<file path="src/core/qpm_pkg.sv">
package qpm_pkg;
    // location addresses
    localparam logic [3:0] QPM_ADDR_WIPER0 = 4'h0;
    localparam logic [3:0] QPM_ADDR_WIPER1 = 4'h1;
    localparam logic [3:0] QPM_ADDR_TCTL_LO = 4'h4;
    localparam logic [3:0] QPM_ADDR_WIPER2 = 4'h6;
    localparam logic [3:0] QPM_ADDR_WIPER3 = 4'h7;
    localparam logic [3:0] QPM_ADDR_TCTL_HI = 4'hA;
    // reset values
    localparam logic [8:0] QPM_WIPER_MID_8BIT = 9'h080;
    localparam logic [8:0] QPM_WIPER_MID_7BIT = 9'h040;
    localparam logic [8:0] QPM_TCTL_RESET = 9'h1FF;
    // field positions within a terminal-control nibble, plus the bit-8 position and the word width
    localparam int QPM_BIT_TERM_B = 0;
    localparam int QPM_BIT_WIPER = 1;
    localparam int QPM_BIT_TERM_A = 2;
    localparam int QPM_BIT_SHDN_N = 3;
    localparam int QPM_BIT_ONE = 8;
    localparam int QPM_WIDTH = 9;

    typedef enum logic [1:0] {
        QPM_CMD_WRITE,
        QPM_CMD_INCR,
        QPM_CMD_DECR,
        QPM_CMD_READ
    } qpm_cmd_type;

    typedef struct packed {
        qpm_cmd_type cmd;
        logic [3:0]  addr;
        logic [8:0]  data;
    } qpm_req_type;

    // per network: shutdown_n, term a, wiper, term b
    typedef struct packed {
        logic shutdown_n;
        logic term_a_connect;
        logic wiper_connect;
        logic term_b_connect;
    } qpm_net_type;
endpackage

</file>
<file path="src/core/qpm_memory_map.sv">
// Overview of operation
// RULE1 - sixteen nine-bit volatile locations addressed by four address bits
// RULE2 - only four wipers and two terminal-control registers exist; rest reserved
// RULE3 - reset loads wipers with mid-scale: 80h eight-bit, 40h seven-bit
// RULE4 - wipers at 0,1,6,7 take all commands; control at 4,A read/write only
// RULE5 - reserved address or inc/dec on control register raises the error condition
// RULE6 - error clears when high-voltage pin goes to normal high then active again
// RULE7 - each control register holds eight bits, four per network
// RULE8 - written control value reaches network terminals only after command completes
// RULE9 - reset loads both control registers with 1FFh, all connected
// RULE10 - host must detect reset and rewrite control registers itself
// RULE11 - control bit 8 is read-only and always reads one
// RULE12 - bits 7 and 3 cleared force networks 1 and 0 into shutdown
// RULE13 - bits 6 and 2 connect terminal A of networks 1 and 0
// RULE14 - bits 5 and 1 connect the wiper of networks 1 and 0
// RULE15 - bits 4 and 0 connect terminal B of networks 1 and 0
// RULE16 - second control register has the same layout for networks 3 and 2
// RULE17 - control bits never alter wiper register contents
// RULE18 - reset pin low holds defaults and disables command interface
// RULE19 - disallowed command changes nothing; commands ignored until error exit
module qpm_memory_map
    import qpm_pkg::*;
#(
    parameter bit EIGHT_BIT = 1'b1
) (
    // clock and reset
    input  wire logic        clk,
    input  wire logic        srst,
    // pins from outside the clock domain
    input  wire logic        reset_pin_n,
    input  wire logic        hvc_high_level,
    // command port from the serial engine
    input  wire logic        req_valid,
    input  wire qpm_req_type req,
    input  wire logic        req_done,
    // answers
    output logic             rsp_valid,
    output logic [8:0]       rsp_data,
    output logic             error_q,
    output logic             serial_enable,
    // network drive
    output qpm_net_type [3:0] net_ctrl
);
    localparam logic [8:0] WIPER_RST = EIGHT_BIT ? QPM_WIPER_MID_8BIT : QPM_WIPER_MID_7BIT;

    logic [1:0]  rst_pin_sync_q;
    logic [1:0]  hvc_sync_q;
    logic        hvc_prev_q;
    logic        hvc_seen_high_q;
    logic        hold_rst;
    logic [8:0]  mem_q [16];
    logic [7:0]  tctl_lo_pend_q;
    logic [7:0]  tctl_hi_pend_q;
    logic        pend_lo_q;
    logic        pend_hi_q;
    logic        legal;
    logic        is_wiper;
    logic        is_tctl;
    logic        err_event;
    logic        err_exit;

    function automatic logic addr_is_wiper(input logic [3:0] a);
        return a == QPM_ADDR_WIPER0 || a == QPM_ADDR_WIPER1
            || a == QPM_ADDR_WIPER2 || a == QPM_ADDR_WIPER3;
    endfunction

    function automatic logic addr_is_tctl(input logic [3:0] a);
        return a == QPM_ADDR_TCTL_LO || a == QPM_ADDR_TCTL_HI;
    endfunction

    function automatic logic [8:0] reset_value(input logic [3:0] a);
        if (addr_is_wiper(a)) begin
            return WIPER_RST;
        end
        return addr_is_tctl(a) ? QPM_TCTL_RESET : 9'h000;
    endfunction

    // both pins are asynchronous to clk
    always_ff @(posedge clk) begin
        if (srst) begin
            rst_pin_sync_q <= 2'b00;
            hvc_sync_q     <= 2'b00;
        end else begin
            rst_pin_sync_q <= {rst_pin_sync_q[0], reset_pin_n};
            hvc_sync_q     <= {hvc_sync_q[0], hvc_high_level};
        end
    end

    assign hold_rst = srst || !rst_pin_sync_q[1]; // RULE18

    always_comb begin
        is_wiper = addr_is_wiper(req.addr);
        is_tctl  = addr_is_tctl(req.addr);
        legal    = is_wiper
            || (is_tctl && (req.cmd == QPM_CMD_READ || req.cmd == QPM_CMD_WRITE)); // RULE4
    end

    assign err_event = req_valid && !error_q && !legal; // RULE5
    // exit: pin reaches normal high, then falls back to an active level
    assign err_exit  = hvc_seen_high_q && hvc_prev_q && !hvc_sync_q[1]; // RULE6

    // previous level; resets to the active level so no false fall follows reset
    always_ff @(posedge clk) begin
        if (hold_rst) begin
            hvc_prev_q <= 1'b0;
        end else begin
            hvc_prev_q <= hvc_sync_q[1];
        end
    end

    // a high level only counts once an error is present
    always_ff @(posedge clk) begin
        if (hold_rst) begin
            hvc_seen_high_q <= 1'b0;
        end else if (!error_q || err_exit) begin
            hvc_seen_high_q <= 1'b0;
        end else if (hvc_sync_q[1]) begin
            hvc_seen_high_q <= 1'b1; // RULE6
        end
    end

    always_ff @(posedge clk) begin
        if (hold_rst) begin
            error_q <= 1'b0;
        end else if (err_event) begin
            error_q <= 1'b1; // RULE5
        end else if (err_exit) begin
            error_q <= 1'b0; // RULE6
        end
    end

    // memory array; reserved words stay zero and are never written
    always_ff @(posedge clk) begin
        if (hold_rst) begin
            for (int i = 0; i < 16; i++) begin
                mem_q[i] <= reset_value(4'(i)); // RULE1 RULE3 RULE9
            end
        end else if (req_valid && !error_q && legal) begin // RULE19
            unique case (req.cmd)
                QPM_CMD_WRITE: begin
                    if (is_tctl) begin
                        mem_q[req.addr] <= {1'b1, req.data[7:0]}; // RULE11 RULE7
                    end else begin
                        mem_q[req.addr] <= req.data; // RULE2
                    end
                end
                // inc/dec limits are left to the command engine
                QPM_CMD_INCR: mem_q[req.addr] <= mem_q[req.addr] + 9'h001;
                QPM_CMD_DECR: mem_q[req.addr] <= mem_q[req.addr] - 9'h001;
                default: ;
            endcase
        end
    end

    // read answer lasts one cycle; nothing is answered while in error
    always_ff @(posedge clk) begin
        if (hold_rst) begin
            rsp_valid <= 1'b0;
        end else begin
            rsp_valid <= req_valid && !error_q && legal && req.cmd == QPM_CMD_READ; // RULE4
        end
    end

    // reserved locations never put stale data on the answer
    always_ff @(posedge clk) begin
        if (hold_rst) begin
            rsp_data <= 9'h000;
        end else begin
            rsp_data <= (req_valid && legal) ? mem_q[req.addr] : 9'h000;
        end
    end

    // control writes wait for the end of the serial command before reaching the network
    always_ff @(posedge clk) begin
        if (hold_rst) begin
            pend_lo_q      <= 1'b0;
            tctl_lo_pend_q <= QPM_TCTL_RESET[7:0];
        end else if (req_done) begin
            pend_lo_q <= 1'b0;
        end else if (req_valid && !error_q && req.cmd == QPM_CMD_WRITE
                     && req.addr == QPM_ADDR_TCTL_LO) begin
            pend_lo_q      <= 1'b1; // RULE8
            tctl_lo_pend_q <= req.data[7:0];
        end
    end

    // a second write before completion replaces the pending value
    always_ff @(posedge clk) begin
        if (hold_rst) begin
            pend_hi_q      <= 1'b0;
            tctl_hi_pend_q <= QPM_TCTL_RESET[7:0];
        end else if (req_done) begin
            pend_hi_q <= 1'b0;
        end else if (req_valid && !error_q && req.cmd == QPM_CMD_WRITE
                     && req.addr == QPM_ADDR_TCTL_HI) begin
            pend_hi_q      <= 1'b1; // RULE8
            tctl_hi_pend_q <= req.data[7:0];
        end
    end

    // network drive only touches control copies, never wipers
    always_ff @(posedge clk) begin
        if (hold_rst) begin
            net_ctrl <= {4{4'hF}}; // RULE9
        end else if (req_done) begin // RULE8 RULE17
            if (pend_lo_q) begin
                net_ctrl[1] <= tctl_lo_pend_q[7:4]; // RULE12 RULE13 RULE14 RULE15
                net_ctrl[0] <= tctl_lo_pend_q[3:0];
            end
            if (pend_hi_q) begin
                net_ctrl[3] <= tctl_hi_pend_q[7:4]; // RULE16
                net_ctrl[2] <= tctl_hi_pend_q[3:0];
            end
        end
    end

    always_ff @(posedge clk) begin
        if (hold_rst) begin
            serial_enable <= 1'b0; // RULE18
        end else begin
            serial_enable <= 1'b1;
        end
    end

    // memory contents and read answers
    tctl_bit8_a: assert property (@(posedge clk) disable iff (hold_rst) // RULE11
        mem_q[QPM_ADDR_TCTL_LO][QPM_BIT_ONE] && mem_q[QPM_ADDR_TCTL_HI][QPM_BIT_ONE])
        else $error("control bit 8 not one");

    reserved_zero_a: assert property (@(posedge clk) disable iff (hold_rst) // RULE2
        mem_q[2] == 9'h000 && mem_q[3] == 9'h000 && mem_q[5] == 9'h000
            && mem_q[8] == 9'h000 && mem_q[9] == 9'h000 && mem_q[11] == 9'h000
            && mem_q[12] == 9'h000 && mem_q[13] == 9'h000 && mem_q[14] == 9'h000
            && mem_q[15] == 9'h000)
        else $error("reserved location written");

    tctl_write_a: assert property (@(posedge clk) disable iff (hold_rst) // RULE7 RULE11
        req_valid && !error_q && req.cmd == QPM_CMD_WRITE && req.addr == QPM_ADDR_TCTL_HI
        |=> mem_q[QPM_ADDR_TCTL_HI] == {1'b1, $past(req.data[7:0])})
        else $error("control write stored wrongly");

    wiper_write_a: assert property (@(posedge clk) disable iff (hold_rst) // RULE4
        req_valid && !error_q && req.cmd == QPM_CMD_WRITE && req.addr == QPM_ADDR_WIPER1
        |=> mem_q[1] == $past(req.data))
        else $error("wiper write lost");

    incr_step_a: assert property (@(posedge clk) disable iff (hold_rst) // RULE4
        req_valid && !error_q && is_wiper && req.cmd == QPM_CMD_INCR
        |=> mem_q[$past(req.addr)] == $past(mem_q[req.addr]) + 9'h001)
        else $error("wiper increment wrong");

    decr_step_a: assert property (@(posedge clk) disable iff (hold_rst) // RULE4
        req_valid && !error_q && is_wiper && req.cmd == QPM_CMD_DECR
        |=> mem_q[$past(req.addr)] == $past(mem_q[req.addr]) - 9'h001)
        else $error("wiper decrement wrong");

    wiper_keep_a: assert property (@(posedge clk) disable iff (hold_rst) // RULE17
        (req_valid && is_tctl) || (req_done && !req_valid)
        |=> mem_q[0] == $past(mem_q[0]) && mem_q[1] == $past(mem_q[1])
            && mem_q[6] == $past(mem_q[6]) && mem_q[7] == $past(mem_q[7]))
        else $error("wiper changed by control traffic");

    read_answer_a: assert property (@(posedge clk) disable iff (hold_rst) // RULE4
        req_valid && !error_q && legal && req.cmd == QPM_CMD_READ
        |=> rsp_valid && rsp_data == $past(mem_q[req.addr]))
        else $error("read answer wrong");

    rsp_zero_a: assert property (@(posedge clk) disable iff (hold_rst) // RULE2
        req_valid && !legal |=> rsp_data == 9'h000 && !rsp_valid)
        else $error("reserved read answered");

    // error condition
    illegal_err_a: assert property (@(posedge clk) disable iff (hold_rst) // RULE5
        err_event |=> error_q)
        else $error("illegal command did not raise error");

    err_hold_a: assert property (@(posedge clk) disable iff (hold_rst) // RULE6
        error_q && !err_exit |=> error_q)
        else $error("error dropped without exit");

    exit_needs_high_a: assert property (@(posedge clk) disable iff (hold_rst) // RULE6
        error_q && !hvc_seen_high_q |=> error_q)
        else $error("error left without normal high level");

    exit_clear_a: assert property (@(posedge clk) disable iff (hold_rst) // RULE6
        error_q && err_exit |=> !error_q)
        else $error("error kept after exit sequence");

    no_change_a: assert property (@(posedge clk) disable iff (hold_rst) // RULE19
        req_valid && (error_q || !legal)
        |=> mem_q[0] == $past(mem_q[0]) && mem_q[1] == $past(mem_q[1])
            && mem_q[4] == $past(mem_q[4]) && mem_q[6] == $past(mem_q[6])
            && mem_q[7] == $past(mem_q[7]) && mem_q[10] == $past(mem_q[10]))
        else $error("memory changed on ignored command");

    err_silent_a: assert property (@(posedge clk) disable iff (hold_rst) // RULE19
        error_q |=> !rsp_valid)
        else $error("read answered while in error");

    err_no_pend_a: assert property (@(posedge clk) disable iff (hold_rst) // RULE19
        req_valid && error_q && !req_done |=> $stable(pend_lo_q) && $stable(pend_hi_q))
        else $error("control write taken while in error");

    // network drive
    net_wait_a: assert property (@(posedge clk) disable iff (hold_rst) // RULE8
        !req_done |=> net_ctrl == $past(net_ctrl))
        else $error("network changed before command end");

    pend_set_a: assert property (@(posedge clk) disable iff (hold_rst) // RULE8
        req_valid && !error_q && !req_done && req.cmd == QPM_CMD_WRITE
            && req.addr == QPM_ADDR_TCTL_LO
        |=> pend_lo_q && tctl_lo_pend_q == $past(req.data[7:0]))
        else $error("control write not held pending");

    net_apply_lo_a: assert property (@(posedge clk) // RULE12 RULE13 RULE14 RULE15
        disable iff (hold_rst)
        req_done && pend_lo_q |=> net_ctrl[1:0] == $past(tctl_lo_pend_q))
        else $error("low pair network drive wrong");

    net_apply_hi_a: assert property (@(posedge clk) // RULE16
        disable iff (hold_rst)
        req_done && pend_hi_q |=> net_ctrl[3:2] == $past(tctl_hi_pend_q))
        else $error("high pair network drive wrong");

    // reset
    rst_default_a: assert property (@(posedge clk) // RULE3 RULE9 RULE18
        $past(hold_rst) |-> mem_q[0] == WIPER_RST && mem_q[1] == WIPER_RST
            && mem_q[6] == WIPER_RST && mem_q[7] == WIPER_RST
            && mem_q[4] == QPM_TCTL_RESET && mem_q[10] == QPM_TCTL_RESET
            && net_ctrl == {4{4'hF}} && !serial_enable && !error_q)
        else $error("reset defaults wrong");

    serial_off_a: assert property (@(posedge clk) // RULE18
        hold_rst |=> !serial_enable && !rsp_valid)
        else $error("interface active during reset");

    // main scenarios
    incr_c: cover property (@(posedge clk) req_valid && legal && req.cmd == QPM_CMD_INCR);
    err_c: cover property (@(posedge clk) err_event ##[1:200] err_exit);
    tctl_c: cover property (@(posedge clk) pend_lo_q && req_done);
    read_c: cover property (@(posedge clk) rsp_valid);
    pin_c: cover property (@(posedge clk) $fell(rst_pin_sync_q[1]) ##[1:20] !hold_rst);
endmodule

</file>
<file path="config.mk">
export PLATFORM = sky130hd
export DESIGN_NAME = qpm_memory_map
export DESIGN_NICKNAME = d
export VERILOG_FILES = /design/src/core/qpm_pkg.sv /design/src/core/qpm_memory_map.sv
export SDC_FILE = /design/constraint.sdc
export NUM_CORES = 1
export LEC_CHECK = 0
export BUFFER_PORTS_ARGS = -buffer_cell sky130_fd_sc_hd__buf_2
export CORE_MARGIN = 2
export CORE_UTILIZATION = 25
export DETAILED_ROUTE_END_ITERATION = 10
export GPL_TIMING_DRIVEN = 0
export SLEW_MARGIN = 10
export SYNTH_ARGS = -nofsm -noshare
export SYNTH_HDL_FRONTEND = slang
export SYNTH_SLANG_ARGS = --single-unit
</file>
<file path="constraint.sdc">
create_clock -name clk -period 3.95 [get_ports clk]
set_input_delay 0.395 -clock clk [delete_from_list [all_inputs] [get_ports clk]]
set_output_delay 0.395 -clock clk [all_outputs]
set_load 0.01 [all_outputs]
</file>
==> flow_summary_export.csv <==
group,metric,value,unit
setup_path,path_max_fanout,7,
setup_path,crit_type,"reg -> reg",
synthesis,ys.flop_type,"edfxtp_1",
synthesis,yosys.area.top_type,"edfxtp_1",
timing,tightest_slew,0.916,ns
finish,nFillCells,3345,
synthesis,syn_area_per_cell,14.5,um2
route,viasPerCell,4.35,
global_routing,first_global_vias,5271,
clock_tree,cts_tree,"yes",
synthesis,ys_ff_latch,196,
finish,final_cells,1200,
clock_tree,clock_latency,0.45,ns
timing,report.final.hold_viol_count,0,
synthesis,postSynthCellCount,586,
floorplanning,die_x,188,um
timing,clock.fmax,272,MHz
run,max-cap-violations,0,
synthesis,synth_top_area_frac,0.510,
setup_path,rr_endpoint,"mem_q[10][6]$_SDFFCE_PN1P_",
route,vias,5219,
global_routing,grt-ovfl-total,0,
floorplanning,core_area,33400,um2
timing,finalSetupTns,0,ns
route,drt_iter0_drc,417,
place,place_inst,1169,
finish,multi_input_area,3220,um2
synthesis,synth_cell_types,67,
hold_path,hold_depth,2,
route,wl_per_cell,17.3,um
clock_tree,ctsResizeCount,0,
synthesis,syn_area,8480,um2
timing,slew_violations,0,
synthesis,synth_edf_count,144,
route,first_pass_iters,6,
setup_path,crit_arrival,3.84,ns
clock_tree,postCtsSetupRepairBufs,0,
setup_path,worst-r2r-cell-count,10,
power_and_ir_drop,seqPwrFrac,0.524,
synthesis,async_flop_share,0,
clock_tree,clock_path_buffers,2,
route,ant_nets,0,
synthesis,seq_area_frac_synth,0.632,
global_routing,antenna_found_initial,0,
power_and_ir_drop,power.internal,3.26,mW
hold_path,min_to,"hvc_sync_q[0]$_SDFF_PP0_",
hold_path,min-delay-start,"hvc_high_level",
floorplanning,row_count,67,
timing,fin_crit,3.67,ns
clock_tree,ctsHoldBuffers,0,
finish,drive_above_1_share,0.193,
setup_path,end_kind,"flop",
timing,fin_skew,0.0132,ns
place,dp_hpwl,14800,um
place,gp_congestion,0.781,
floorplanning,die_h,188,um
clock_tree,cts.sinks,196,
finish,fin_area,10200,um2
setup_path,worst_r2r_startpoint,"mem_q[3][1]$_SDFFCE_PN0P_",
global_routing,track_usage,0.122,
setup_path,critPathLaunchType,"flop",
route,wirelength,20800,um
power_and_ir_drop,pwr-share-clk,0.393,
finish,syn_to_final_growth,20.0,%
clock_tree,cts_buffers,17,
clock_tree,h-tree-depth,4,
timing,timing.max_slew.rel_slack,0.372,
clock_tree,root_buffer,"clkbuf_16",
power_and_ir_drop,power.density,429,nW/um2
power_and_ir_drop,ir_drop,0.000248,V
route,route.detailed.drc,0,
hold_path,hold_path_class,"in -> reg",
timing,rsz0062_at_grt,"no",
timing,finalCritPeriodShare,0.930,
timing,setup_viol,0,
setup_path,worstPathRequired,4.11,ns
floorplanning,initial_core_util,0.254,
global_routing,grt_pass1_wl,31900,um
synthesis,yosys-top-cells-area,"edfxtp_1, dfxtp_1, mux4_2, mux4_1, nand2_1",
place,place_area,9610,um2
power_and_ir_drop,p_sw_frac,0.255,
power_and_ir_drop,power.leakage,3.92,nW
clock_tree,clkSlewWorstSetupHoldPaths,0.08,ns
finish,regArea,5370,um2
status,outcome,"completed",
place,port_buffers,46,
floorplanning,dieArea,35400,um2
synthesis,yosysWarnings,0,
finish,fin_nets,766,
setup_path,ff2ff_setup_slack,0.28,ns
finish,antenna_cells,0,
global_routing,grt_max_degree,21,
power_and_ir_drop,comb_power_share,0.083,
floorplanning,ios,49,
finish,postLayoutCoreUtil,0.304,
power_and_ir_drop,netSwitchingPower,1.11,mW
-- stage by stage --
stage	power, mW	setup slack [ns]	hold slack (ns)
6_report	4.37	0.276	0.180
5_1_grt	4.51	0.0553	0.174
4_1_cts	4.40	0.170	0.170
3_5_place_dp	2.70	-0.0479	0.427
3_3_place_gp	2.69	-0.0337	0.421
2_1_floorplan	2.58	0.950	0.414
-- synthesized netlist by cell type, types with 2 or more instances --
cell type  instances
nand4_1            3
a31oi_1            5
o32ai_4            2
mux4_2            23
and2_1            11
buf_12             3
a22oi_2            2
buf_2              7
buf_1              2
a21oi_1            8
nand2_1           83
ha_1               6
nand2b_1          12
nand3_1           21
buf_6              5
nor3_1            19
buf_4              3
o221a_2            2
o21bai_1           5
a211oi_1           2
inv_1              6
nor2_1            46
dfxtp_1           52
o21ai_1            8
nor2b_1           10
nand3b_1           2
xor2_1             2
and3_1             4
clkbuf_1           8
mux4_1            13
and4_1             5
mux2i_1           19
edfxtp_1         144
nor3_2             2
nor4_4             2
o211ai_1           2
a22o_1             6
nor2_2             2
-- area by class of cell --
| type | instances | area share |
|---|---|---|
| plain buffers | 27 | 0.0204 |
| clock buffers | 17 | 0.0418 |
| clock inverters | 15 | 0.0150 |
| inverters | 7 | 0.00258 |
| multi-input cells | 444 | 0.316 |
| flip-flops and latches | 196 | 0.527 |
| well taps | 448 | 0.0550 |
| repair buffers | 46 | 0.0226 |
-- registers in the layout (all words and copies together), names as in the netlist --
signal	cells
rsp_data	9
hvc_prev_q	1
error_q	1
pend_lo_q	1
hvc_sync_q	2
hvc_seen_high_q	1
tctl_lo_pend_q	8
rsp_valid	1
pend_hi_q	1
rst_pin_sync_q	2
mem_q	144
serial_enable	1
net_ctrl	16
tctl_hi_pend_q	8
-- cells in the final DEF, fill, tap and decap left out, types with 19 or more instances in the layout --
cell type | synthesis | final
conb_1 | 1 | 90
mux2i_1 | 19 | 19
nor2_1 | 46 | 46
buf_2 | 7 | 53
nand2_1 | 83 | 83
dfxtp_1 | 52 | 52
mux4_2 | 23 | 23
nor3_1 | 19 | 19
edfxtp_1 | 144 | 144
nand3_1 | 21 | 21
-- kinds of logic after synthesis --
logic type / count (synthesis) / synth area share
other: 1 / 0.000442
AO/OA/AOI/OAI: 58 / 0.0647
buffers and inverters: 35 / 0.0280
flip-flops: 196 / 0.632
AND/OR/NAND/NOR: 232 / 0.138
multiplexers: 56 / 0.125
XOR/XNOR: 2 / 0.00206
adder cells (fa/ha/maj): 6 / 0.00885
-- critical path, cell delays in order (launching register included) --
cell,delay (ns)
edfxtp_1,0.38
mux4_1,0.54
a22o_1,0.27
nor2_1,0.45
ha_1,0.35
nor2b_1,0.16
a22oi_1,0.15
nor4_2,0.21
xor2_1,0.12
o22ai_1,0.51
o21ai_1,0.22
-- worst max-delay path by stage --
| stage | slack [ns] | to | startpoint | depth (start not counted) |
|---|---|---|---|---|
| 2_1_floorplan | 0.95 | mem_q[10][6]$_SDFFCE_PN1P_ | req[9] | 12 |
| 3_3_place_gp | -0.03 | mem_q[10][6]$_SDFFCE_PN1P_ | req[12] | 12 |
| 3_5_place_dp | -0.05 | mem_q[10][6]$_SDFFCE_PN1P_ | req[12] | 12 |
| 4_1_cts | 0.17 | mem_q[1][2]$_SDFFCE_PN0P_ | rst_pin_sync_q[1]$_SDFF_PP0_ | 7 |
| 5_1_grt | 0.06 | mem_q[1][2]$_SDFFCE_PN0P_ | rst_pin_sync_q[1]$_SDFF_PP0_ | 6 |
| 6_report | 0.28 | mem_q[10][6]$_SDFFCE_PN1P_ | mem_q[3][1]$_SDFFCE_PN0P_ | 10 |
-- metal layers --
metal	track usage	vias up	wire (um)
met5	0	-	0
met4	0.0439	0	376
met3	0.0246	26	1070
met2	0.212	160	10600
met1	0.151	2586	8770
li1	-	2447	-
-- power by group through the flow --
stage | sequential (mW) | clock [mW] | combinational, mW
floorplan | 2.33 | 0 | 0.250
finish | 2.29 | 1.72 | 0.362
global route | 2.30 | 1.83 | 0.390
global placement | 2.33 | 0 | 0.356
CTS | 2.29 | 1.75 | 0.360
detailed placement | 2.34 | 0 | 0.359
Note: power is estimated with default switching activity, not from simulation.
